`config.mk`:
```
export PLATFORM = sky130hd
export DESIGN_NAME = protection_reaction_sequencer
export DESIGN_NICKNAME = d
export VERILOG_FILES = /design/src/include/prs_pkg.sv /design/src/design/protection_reaction_sequencer.sv
export SDC_FILE = /design/constraint.sdc
export NUM_CORES = 1
export LEC_CHECK = 0
export CAP_MARGIN = 10
export CORE_UTILIZATION = 40
export DETAILED_ROUTE_END_ITERATION = 8
export DONT_BUFFER_PORTS = 1
export GPL_ROUTABILITY_DRIVEN = 0
export PLACE_DENSITY = 0.58
export SLEW_MARGIN = 25
export SYNTH_ARGS = -nofsm -noshare
export SYNTH_HDL_FRONTEND = slang
export SYNTH_SLANG_ARGS = --single-unit
```
`constraint.sdc`:
```
create_clock -name ref_clk -period 11.45 [get_ports ref_clk]
set_clock_uncertainty 0.05 [all_clocks]
set_input_delay 2.29 -clock ref_clk [delete_from_list [all_inputs] [get_ports ref_clk]]
set_output_delay 2.29 -clock ref_clk [all_outputs]
set_load 0.01 [all_outputs]
```
`src/include/prs_pkg.sv`:
```
/*
  Constants, types and register map of the protection reaction sequencer.
  Assumes a 250 MHz reference clock and a 32-bit classic Wishbone master.
*/
package prs_pkg;

  // ----------------------------------------------------------------------
  // Timing
  // ----------------------------------------------------------------------
  localparam int CLK_PERIOD_NS  = 4;
  localparam int CTRL_PERIOD_US = 40;
  localparam int CTRL_PERIOD_CYCLES = (CTRL_PERIOD_US * 1000) / CLK_PERIOD_NS;

  // ----------------------------------------------------------------------
  // Register offsets (byte addresses)
  // ----------------------------------------------------------------------
  localparam logic [7:0] OFS_REACTION  = 8'h00;
  localparam logic [7:0] OFS_LIMITED   = 8'h04;
  localparam logic [7:0] OFS_STAGE_MAP = 8'h08;
  localparam logic [7:0] OFS_WAIT      = 8'h0c;
  localparam logic [7:0] OFS_QWAIT     = 8'h10;
  localparam logic [7:0] OFS_LIMIT     = 8'h14;
  localparam logic [7:0] OFS_STATUS    = 8'h18;

  // ----------------------------------------------------------------------
  // Reset values and field positions
  // ----------------------------------------------------------------------
  localparam logic [31:0] RST_REACTION  = 32'h0000_0000;
  localparam logic [15:0] RST_LIMITED   = 16'h1fff;
  localparam logic [15:0] RST_STAGE_MAP = 16'h0000;
  localparam logic [15:0] RST_WAIT      = 16'h2710;
  localparam logic [15:0] RST_QWAIT     = 16'h0019;
  localparam logic [7:0]  RST_LIMIT     = 8'h03;
  localparam int ST_STATE_LSB  = 0;
  localparam int ST_SOURCE_LSB = 4;
  localparam int ST_COUNT_LSB  = 8;

  // ----------------------------------------------------------------------
  // Types
  // ----------------------------------------------------------------------
  typedef enum logic [1:0] {
    REACT_AUTO  = 2'b00,
    REACT_QUICK = 2'b01,
    REACT_LATCH = 2'b10,
    REACT_STOP  = 2'b11
  } reaction_t;

  typedef enum logic [2:0] {
    S_RUN      = 3'b000,
    S_SHUT     = 3'b001,
    S_WAIT     = 3'b010,
    S_RECHARGE = 3'b011,
    S_START1   = 3'b100,
    S_START2   = 3'b101,
    S_LATCH    = 3'b110,
    S_STOP     = 3'b111
  } seq_state_t;

  typedef struct packed {
    logic input_present;
    logic at_upper;
    logic at_lower;
  } supply_t;

  typedef struct packed {
    logic first_done;
    logic second_ok;
    logic second_done;
  } stage_status_t;

endpackage : prs_pkg

```
`src/design/protection_reaction_sequencer.sv`:
```
/*
  Protection reaction sequencer: shuts the two power stages down after a
  protection, then restarts, latches or stops as configured per source.
  Assumes protection flags and soft-start status come from logic on
  ref_clk, and supply comparators arrive asynchronously from pins.
*/
// The Wishbone interface to the registers and the register offsets were left to the implementer.
//
// Functional notes
// RULE1 - each source has its own reaction code
// RULE2 - related stage gate off within four periods
// RULE3 - other stage gates off four periods later; the code gates it off one ref_clk cycle after the related stage
// RULE4 - stop halts and enters serial parametrization
// RULE5 - restart includes supply recharge phase
// RULE6 - first stage restarts first with soft start
// RULE7 - second stage follows, waits for start conditions
// RULE8 - listed severe faults are restart limited
// RULE9 - limit reached means latch, not restart
// RULE10 - unlimited restart clears the restart counter
// RULE11 - auto restart waits restart time, then restarts
// RULE12 - quick restart waits quick time, then restarts
// RULE13 - startup source holds supply between thresholds
// RULE14 - recharge lengthens gap beyond wait time
// RULE15 - latch holds until input gone, supply low
// RULE16 - stop ceases switching, enters serial mode
// RULE17 - unsupplied stop drains supply, then restarts
// RULE18 - wait counted in control clock periods
`timescale 1ns/1ns
module protection_reaction_sequencer #(
  parameter int PERIOD_CYCLES = prs_pkg::CTRL_PERIOD_CYCLES
) (
  // Clock and reset
  input  wire logic                   ref_clk,
  input  wire logic                   rst,
  // Wishbone slave
  input  wire logic                   wb_cyc_i,
  input  wire logic                   wb_stb_i,
  input  wire logic                   wb_we_i,
  input  wire logic [7:0]             wb_adr_i,
  input  wire logic [3:0]             wb_sel_i,
  input  wire logic [31:0]            wb_dat_i,
  output      logic [31:0]            wb_dat_o,
  output      logic                   wb_ack_o,
  // Protection sources and stage status
  input  wire logic [15:0]            prot_trig,
  input  wire prs_pkg::stage_status_t stage_status,
  // Supply comparators from pins
  input  wire prs_pkg::supply_t       supply_pin,
  // Power stage and supply control
  output      logic [1:0]             gate_drive_outputs,
  output      logic                   high_voltage_startup_source,
  output      logic                   serial_mode
);

  // ----------------------------------------------------------------------
  // Supply comparator synchronisers
  // ----------------------------------------------------------------------
  logic [2:0] sync_a;
  logic [2:0] sync_b;
  prs_pkg::supply_t supply;

  for (genvar i = 0; i < 3; i++) begin : g_sync
    always_ff @(posedge ref_clk or posedge rst) begin
      if (rst) begin
        sync_a[i] <= 1'b0;
        sync_b[i] <= 1'b0;
      end else begin
        sync_a[i] <= supply_pin[i];
        sync_b[i] <= sync_a[i];
      end
    end
  end
  assign supply = prs_pkg::supply_t'(sync_b);

  // ----------------------------------------------------------------------
  // Registers and Wishbone slave
  // ----------------------------------------------------------------------
  logic [31:0] reaction;
  logic [15:0] limited;
  logic [15:0] stage_map;
  logic [15:0] restart_wait_time;
  logic [15:0] quick_restart_wait_time;
  logic [7:0]  restart_limit_count;
  logic [7:0]  restart_count;
  logic [3:0]  src;
  prs_pkg::seq_state_t state;
  prs_pkg::seq_state_t next_state;

  wire        wb_req = wb_cyc_i & wb_stb_i & ~wb_ack_o;
  wire        wb_wr  = wb_req & wb_we_i;
  wire [31:0] wmask  = {{8{wb_sel_i[3]}}, {8{wb_sel_i[2]}}, {8{wb_sel_i[1]}}, {8{wb_sel_i[0]}}};
  wire [31:0] status = {16'h0000, restart_count, src, 1'b0, state};
  wire [31:0] rd_mux =
      (wb_adr_i == prs_pkg::OFS_REACTION)  ? reaction :
      (wb_adr_i == prs_pkg::OFS_LIMITED)   ? {16'h0000, limited} :
      (wb_adr_i == prs_pkg::OFS_STAGE_MAP) ? {16'h0000, stage_map} :
      (wb_adr_i == prs_pkg::OFS_WAIT)      ? {16'h0000, restart_wait_time} :
      (wb_adr_i == prs_pkg::OFS_QWAIT)     ? {16'h0000, quick_restart_wait_time} :
      (wb_adr_i == prs_pkg::OFS_LIMIT)     ? {24'h000000, restart_limit_count} :
      (wb_adr_i == prs_pkg::OFS_STATUS)    ? status : 32'h0000_0000;

  function automatic logic [31:0] merge(input logic [31:0] old, input logic [31:0] m,
                                        input logic [31:0] d);
    merge = (old & ~m) | (d & m);
  endfunction : merge

  always_ff @(posedge ref_clk or posedge rst) begin
    if (rst) begin
      wb_ack_o <= 1'b0;
      wb_dat_o <= 32'h0000_0000;
    end else begin
      wb_ack_o <= wb_req;
      wb_dat_o <= wb_req ? rd_mux : 32'h0000_0000;
    end
  end

  always_ff @(posedge ref_clk or posedge rst) begin
    if (rst) begin
      reaction                <= prs_pkg::RST_REACTION;
      limited                 <= prs_pkg::RST_LIMITED;
      stage_map               <= prs_pkg::RST_STAGE_MAP;
      restart_wait_time       <= prs_pkg::RST_WAIT;
      quick_restart_wait_time <= prs_pkg::RST_QWAIT;
      restart_limit_count     <= prs_pkg::RST_LIMIT;
    end else if (wb_wr) begin
      unique case (wb_adr_i)
        prs_pkg::OFS_REACTION:  reaction <= merge(reaction, wmask, wb_dat_i); // RULE1
        prs_pkg::OFS_LIMITED:
          limited <= 16'(merge({16'h0000, limited}, wmask, wb_dat_i)); // RULE8
        prs_pkg::OFS_STAGE_MAP: stage_map <= 16'(merge({16'h0000, stage_map}, wmask, wb_dat_i));
        prs_pkg::OFS_WAIT:
          restart_wait_time <= 16'(merge({16'h0000, restart_wait_time}, wmask, wb_dat_i));
        prs_pkg::OFS_QWAIT:
          quick_restart_wait_time <=
            16'(merge({16'h0000, quick_restart_wait_time}, wmask, wb_dat_i));
        prs_pkg::OFS_LIMIT:
          restart_limit_count <= 8'(merge({24'h000000, restart_limit_count}, wmask, wb_dat_i));
        default: ;
      endcase
    end
  end

  // ----------------------------------------------------------------------
  // Control period tick and trigger selection
  // ----------------------------------------------------------------------
  logic [15:0] period_cnt;
  wire         tick = (period_cnt == 16'(PERIOD_CYCLES - 1));
  // The period count restarts with each shutdown, so a wait of N periods never ends early.
  wire         period_clear = tick || (state == prs_pkg::S_SHUT); // RULE14

  always_ff @(posedge ref_clk or posedge rst) begin
    if (rst) period_cnt <= 16'h0000;
    else     period_cnt <= period_clear ? 16'h0000 : period_cnt + 16'h0001;
  end

  function automatic logic [3:0] first_set(input logic [15:0] v);
    first_set = 4'h0;
    for (int k = 15; k >= 0; k--) begin
      if (v[k]) first_set = 4'(k);
    end
  endfunction : first_set

  wire       active   = (state == prs_pkg::S_RUN) || (state == prs_pkg::S_START1) ||
                        (state == prs_pkg::S_START2);
  wire       trig_hit = active && (prot_trig != 16'h0000);
  wire [3:0] hit_src  = first_set(prot_trig);
  wire       hit_stg  = stage_map[hit_src];

  // ----------------------------------------------------------------------
  // Reaction decision
  // ----------------------------------------------------------------------
  prs_pkg::reaction_t src_react;
  assign src_react = prs_pkg::reaction_t'(reaction[{src, 1'b0} +: 2]);
  wire is_limited  = limited[src];
  wire limit_hit   = is_limited && (restart_count >= restart_limit_count);
  wire is_restart  = (src_react == prs_pkg::REACT_AUTO) || (src_react == prs_pkg::REACT_QUICK);
  wire go_latch    = (src_react == prs_pkg::REACT_LATCH) || (is_restart && limit_hit);
  wire [15:0] wait_load = (src_react == prs_pkg::REACT_QUICK) ? quick_restart_wait_time
                                                              : restart_wait_time;
  logic [15:0] wait_cnt;
  wire         wait_done = (wait_cnt == 16'h0000);
  wire         released  = !supply.input_present && supply.at_lower;

  always_comb begin
    next_state = state;
    unique case (state)
      prs_pkg::S_RUN, prs_pkg::S_START1, prs_pkg::S_START2: begin
        if (trig_hit)
          next_state = prs_pkg::S_SHUT;
        else if (state == prs_pkg::S_START1 && stage_status.first_done)
          next_state = prs_pkg::S_START2; // RULE6
        else if (state == prs_pkg::S_START2 && stage_status.second_done && gate_drive_outputs[1])
          next_state = prs_pkg::S_RUN;
      end
      prs_pkg::S_SHUT: begin
        if (src_react == prs_pkg::REACT_STOP) next_state = prs_pkg::S_STOP; // RULE4
        else if (go_latch)                    next_state = prs_pkg::S_LATCH; // RULE9
        else                                  next_state = prs_pkg::S_WAIT;
      end
      prs_pkg::S_WAIT:
        if (wait_done) next_state = prs_pkg::S_RECHARGE; // RULE14
      prs_pkg::S_RECHARGE:
        if (supply.at_upper && supply.input_present) next_state = prs_pkg::S_START1; // RULE5
      prs_pkg::S_LATCH:
        if (released) next_state = prs_pkg::S_RECHARGE; // RULE15
      prs_pkg::S_STOP:
        if (supply.at_lower) next_state = prs_pkg::S_RECHARGE; // RULE17
    endcase
  end

  // ----------------------------------------------------------------------
  // Sequencer state, counters and outputs
  // ----------------------------------------------------------------------
  always_ff @(posedge ref_clk or posedge rst) begin
    if (rst) begin
      state <= prs_pkg::S_RECHARGE;
      src   <= 4'h0;
    end else begin
      state <= next_state;
      if (trig_hit) src <= hit_src;
    end
  end

  always_ff @(posedge ref_clk or posedge rst) begin
    if (rst) begin
      restart_count <= 8'h00;
      wait_cnt      <= 16'h0000;
    end else begin
      if (state == prs_pkg::S_SHUT && is_restart) begin
        if (!is_limited)     restart_count <= 8'h00; // RULE10
        else if (!limit_hit) restart_count <= restart_count + 8'h01; // RULE9
      end
      if (state == prs_pkg::S_SHUT)
        wait_cnt <= wait_load; // RULE11 RULE12 RULE18
      else if (state == prs_pkg::S_WAIT && tick && !wait_done)
        wait_cnt <= wait_cnt - 16'h0001; // RULE18
    end
  end

  wire hold_band = (state == prs_pkg::S_WAIT) || (state == prs_pkg::S_LATCH);

  always_ff @(posedge ref_clk or posedge rst) begin
    if (rst) begin
      gate_drive_outputs          <= 2'b00;
      high_voltage_startup_source <= 1'b1;
      serial_mode                 <= 1'b0;
    end else begin
      if (trig_hit)
        gate_drive_outputs[hit_stg] <= 1'b0; // RULE2
      else if (state == prs_pkg::S_SHUT)
        gate_drive_outputs <= 2'b00; // RULE3
      else if (state == prs_pkg::S_START1)
        gate_drive_outputs[0] <= 1'b1; // RULE6
      else if (state == prs_pkg::S_START2 && stage_status.second_ok)
        gate_drive_outputs[1] <= 1'b1; // RULE7
      if (hold_band || state == prs_pkg::S_RECHARGE) begin
        if (supply.at_upper)      high_voltage_startup_source <= 1'b0; // RULE13
        else if (supply.at_lower) high_voltage_startup_source <= 1'b1; // RULE13
        else if (state == prs_pkg::S_RECHARGE) high_voltage_startup_source <= 1'b1;
      end else begin
        high_voltage_startup_source <= 1'b0;
      end
      serial_mode <= (next_state == prs_pkg::S_STOP); // RULE16
    end
  end
endmodule : protection_reaction_sequencer

```
# Word-level counts from Yosys, hierarchy flattened

Index checks and enable logic that the tools add are counted.

Memories: 0
Word-level logic and storage cells: 167
ROM bits: 0
Latch bits: 0
Memory bits (writable): 0
Bits of input ports: 71
Output and inout bits: 37
Register bits: 194

$lt $le $gt $ge: 5
Shift-type cells: 1
$add $sub $neg: 3
Div/mod/pow operators: 0
Equality and inequality tests: 21
Reduce and logical (&&, ||, !) cells: 39
Mux-type cells: 55
Bitwise gates (word level): 20
Multiply operators: 0

Operator list:

| operator                                                             | number |
|---|---|
| 16-bit 2-to-1 mux                                                    | 10 |
| 16-bit bitwise AND                                                   | 4 |
| 32-bit bitwise AND                                                   | 2 |
| 32-bit 2-to-1 mux                                                    | 2 |
| 4-bit 2-to-1 mux                                                     | 16 |
| 16-bit bitwise OR                                                    | 4 |
| 32-bit inverter                                                      | 1 |
| 32-bit bitwise OR                                                    | 1 |
| 32-bit by 6-bit variable part select with 2-bit output               | 1 |
| 3-bit 2-to-1 mux                                                     | 9 |
| 8-bit by 5-bit == test with 1-bit output, second input constant      | 3 |
| 3-bit one-hot mux with 6 select lines                                | 1 |
| 16-bit by 1-bit adder with 16-bit output, second input constant      | 1 |
| 16-bit by 14-bit == test with 1-bit output, second input constant    | 1 |
| 8-bit by 4-bit == test with 1-bit output, second input constant      | 2 |
| 16-bit logical NOT                                                   | 1 |
| 8-bit 2-to-1 mux                                                     | 2 |
| 2-bit AND reduction                                                  | 8 |
| 16-bit nonzero test                                                  | 1 |
| 16-bit by 1-bit subtractor with 16-bit output, second input constant | 1 |
| 3-bit == test, second input constant                                 | 5 |
| 1-bit logical AND                                                    | 13 |
| 4-bit by 5-bit < comparator with 1-bit output, second input constant | 2 |
| 1-bit 2-to-1 mux                                                     | 10 |
| 29 further kinds                                                     | 43 |

# Longest topological paths before layout

Depth after elaboration: 25
Depth in mapped cells: 9
Mapped depth without buffers: 8

# Worst setup path before layout

Ideal clock, no wire load.

Kind: input -> register
From: in wb_adr_i[1]
To: reg with a tool-made name
Library setup time: 125 ps
Data required time: 11275 ps
Buffers on the path: 1
Slack: 7294 ps
Stages: 7
Arrival time: 3981 ps
Path through: nor4_1 -> nor2b_1 -> and3_1 -> clkbuf_1 -> inv_1 -> nor2_1 -> mux2_2

RTL lines:

| item               | line                                | source |
|---|---|---|
| start: declaration | protection_reaction_sequencer.sv:39 | `input wire logic [7:0] wb_adr_i,` |

==> qor.csv <==
metric,value,unit
status,completed,
end_kind,register,
cts_resized,0,
p_switching,505.4,uW
cts-buffers-inserted,17,
fin_hold_ws,303.3,ps
portBuffers,0,
ios,108,
cts_root_buf,clkbuf_16,
netlist_area,9508,um^2
yosysUniqueCellTypes,61,
synthAdderAreaFrac,0.01448,
final_cell_mix,"dfrtp_1, mux2_2, nand2_1",
synthFlopType,dfrtp_1,
syn_to_final_growth,9.620,%
finalMaxSlewViolations,0,
yosysSeqAreaShare,0.5140,
synth_cells,811,
synth_mux_area_frac,0.1907,
synth_nets,893,
final_area,10420,um^2
critical-path-max-stage-delay,660,ps
dp_hpwl,17750,um
finalCritPeriodShare,0.4034,
relSlewSlack,0.3556,
yosys_warnings,0,
clkPwrFrac,0.374,
synth_compound_area_frac,0.1109,
via_count,6552,
pwr_density_cell,155.9,nW/um^2
power_leakage,0.004688,uW
layout_commonest_cell,dfrtp_1,
cp.required,11730,ps
async_flop_share,1.000,
drt-pass1-iter-count,6,
p_sw_frac,0.3111,
final_core_util,0.4454,
ant_nets,0,
placed_area,9794,um^2
grt_usage,0.2127,
die_h,156.2,um
worstPathCellList,nor4_1 -> nor2b_1 -> nor3b_1 -> buf_4 -> and2_1 -> nand4_1 -> mux2_2,
ys_ff_latch,194,
combinationalPowerShare,0.137,
setup-violations-final,0,
post_drt_via_cell_ratio,5.803,
path_buf_inv,1,
drt-total-wl,24730,um
pre_cts_slack,6464,ps
critical_path_peak_fanout,26,
die-area,24390,um^2
synth-xor-area-share,0.02487,
rsz0062_at_grt,false,
avgRoutedWirePerCell,21.90,um
drt_iter0_drc,503,
ctsHoldBuffers,0,
synth_top_area_share,0.4422,
power_frac_seq,0.489,
core_area,23400,um^2
postCtsSetupRepairBufs,0,
die_w,156.2,um
ir_drop,0.00008221,V
grt_pass1_wl,38770,um
clkSinkCount,194,
grt_max_degree,127,
synth-simple-area-share,0.1180,
layout_min_cycle_time,4618,ps
initial_core_util,0.4063,
clk_latency,440,ps
synth_area_leader_cell,dfrtp_1,
maxCapViolations,0,
finalWorstSetupSlack,6832,ps
synth-edff-count,0,
worstPathArrival,4900,ps
p_int,1119,uW
cts_max_path_buffers,2,
cpMaxStageDelayCell,and2_1,
drc_errors,0,
path_class,in -> reg,
antenna_found_initial,1,
grt_pass1_vias,6459,
clkSlewWorstSetupHoldPaths,80,ps
hold_class,reg -> reg,
nets,878,
synth_top_family_by_area,multiplexers,
synth_area_leaders,"dfrtp_1, mux2_2, dfstp_2, mux2i_1, a22oi_1",
grt-ovfl-total,0,
crit_path_start_kind,input port,
row_count,56,
critPathTopFamily,simple AND/OR/NAND/NOR gates,
worst_slew_pin_slew,957.8,ps
h-tree-depth,4,
synth_area_per_cell,11.72,um^2
final_layout_size_suffix_gt1_frac,0.2472,
tns,0,ps
finalHoldViolCount,0,
fmax,216.5,MHz
cts_tree,done,
-- power groups by stage --
stage / clock network [uW] / registers, uW / logic, uW
final: 607 / 794 / 223
after global routing: 651 / 801 / 251
after CTS: 623 / 795 / 225
after detailed placement: 0 / 808 / 224
after global placement: 0 / 807 / 221
after floorplan: 0 / 769 / 202
-- synth_stat cells (3+ instances only) --
| library cell | number |
|---|---|
| o2bb2ai_1 | 4 |
| clkbuf_1 | 32 |
| o41a_1 | 4 |
| dfstp_2 | 26 |
| ha_1 | 11 |
| a21oi_1 | 17 |
| buf_2 | 4 |
| and3_1 | 27 |
| nor2_2 | 4 |
| inv_1 | 23 |
| a31oi_1 | 17 |
| xnor2_1 | 13 |
| nor3_1 | 7 |
| or3_1 | 8 |
| nand3_1 | 17 |
| xor2_1 | 14 |
| o31ai_1 | 4 |
| a222oi_1 | 8 |
| or4_1 | 5 |
| nor2_1 | 44 |
| o21bai_1 | 3 |
| nor3b_1 | 3 |
| dfrtp_1 | 168 |
| mux2i_1 | 33 |
| o21ai_1 | 3 |
| nand2_1 | 54 |
| a22oi_1 | 33 |
| mux4_2 | 10 |
| nor2b_1 | 9 |
| mux2_2 | 107 |
| nand4_1 | 3 |
| nor4_1 | 13 |
| nand2b_1 | 4 |
| o21ai_0 | 28 |
| or2_2 | 4 |
| and2_1 | 4 |
| o21a_1 | 3 |
| a311oi_1 | 5 |
-- final cells by class --
type,count,area (um^2)
inverter,23,93.84
clock buffer,17,425.4
clock inverter,15,182.7
multi-input combinational,554,4387
fill,2223,12980
antenna,1,2.502
timing repair buffer,6,45.04
tap,319,399.1
sequential,194,4887
-- metrics by stage --
step,total power (uW),instances
floorplan,971.3,811
global placement,1027,1096
detailed placement,1032,1096
CTS,1643,1128
global route,1703,1128
finish,1625,1129
-- final timing paths --
kind                                      endpoint                 from  slack, ps  depth (start not counted)
hold / removal                 supply[2]$_DFF_PP0_  sync_a[2]$_DFF_PP0_        300                          0
max in group asynchronous                async pin                  rst       8100                          2
setup reg to reg           wait_cnt[0]$_DFFE_PP0P_   src[0]$_DFFE_PP0P_       8260                          7
min in group asynchronous    wb_dat_o[0]$_DFF_PP0_                  rst       1800                          1
setup / recovery                          register          wb_adr_i[1]       6830                          7
hold reg to reg                supply[2]$_DFF_PP0_  sync_a[2]$_DFF_PP0_        300                          0
-- logic make-up (layout without fill, tap and decap cells) --
kind of cell               count (synthesis)  in the layout
adders and majority gates                 11             11
AOI/OAI and AO/OA                        149            149
muxes                                    152            152
xor gates and xnor gates                  27             27
buffers and inverters                     63             61
and+or+nand+nor                          215            215
DFF                                      194            194
other                                      0              1
-- worst register-to-register path, stage by stage, from the launching register on --
cell and delay [ps]:
dfrtp_1 580, buf_4 310, mux4_1 630, a22o_1 210, nor2_1 250, nand2_2 430, mux2i_1 470, a21oi_1 120
-- layer usage --
metal | GRT usage | wire, um
met1 | 0.3082 | 11690
met2 | 0.3151 | 11200
met3 | 0.04639 | 1288
met4 | 0.06723 | 546
met5 | 0 | 0
Power figures use the tool's default switching activity.
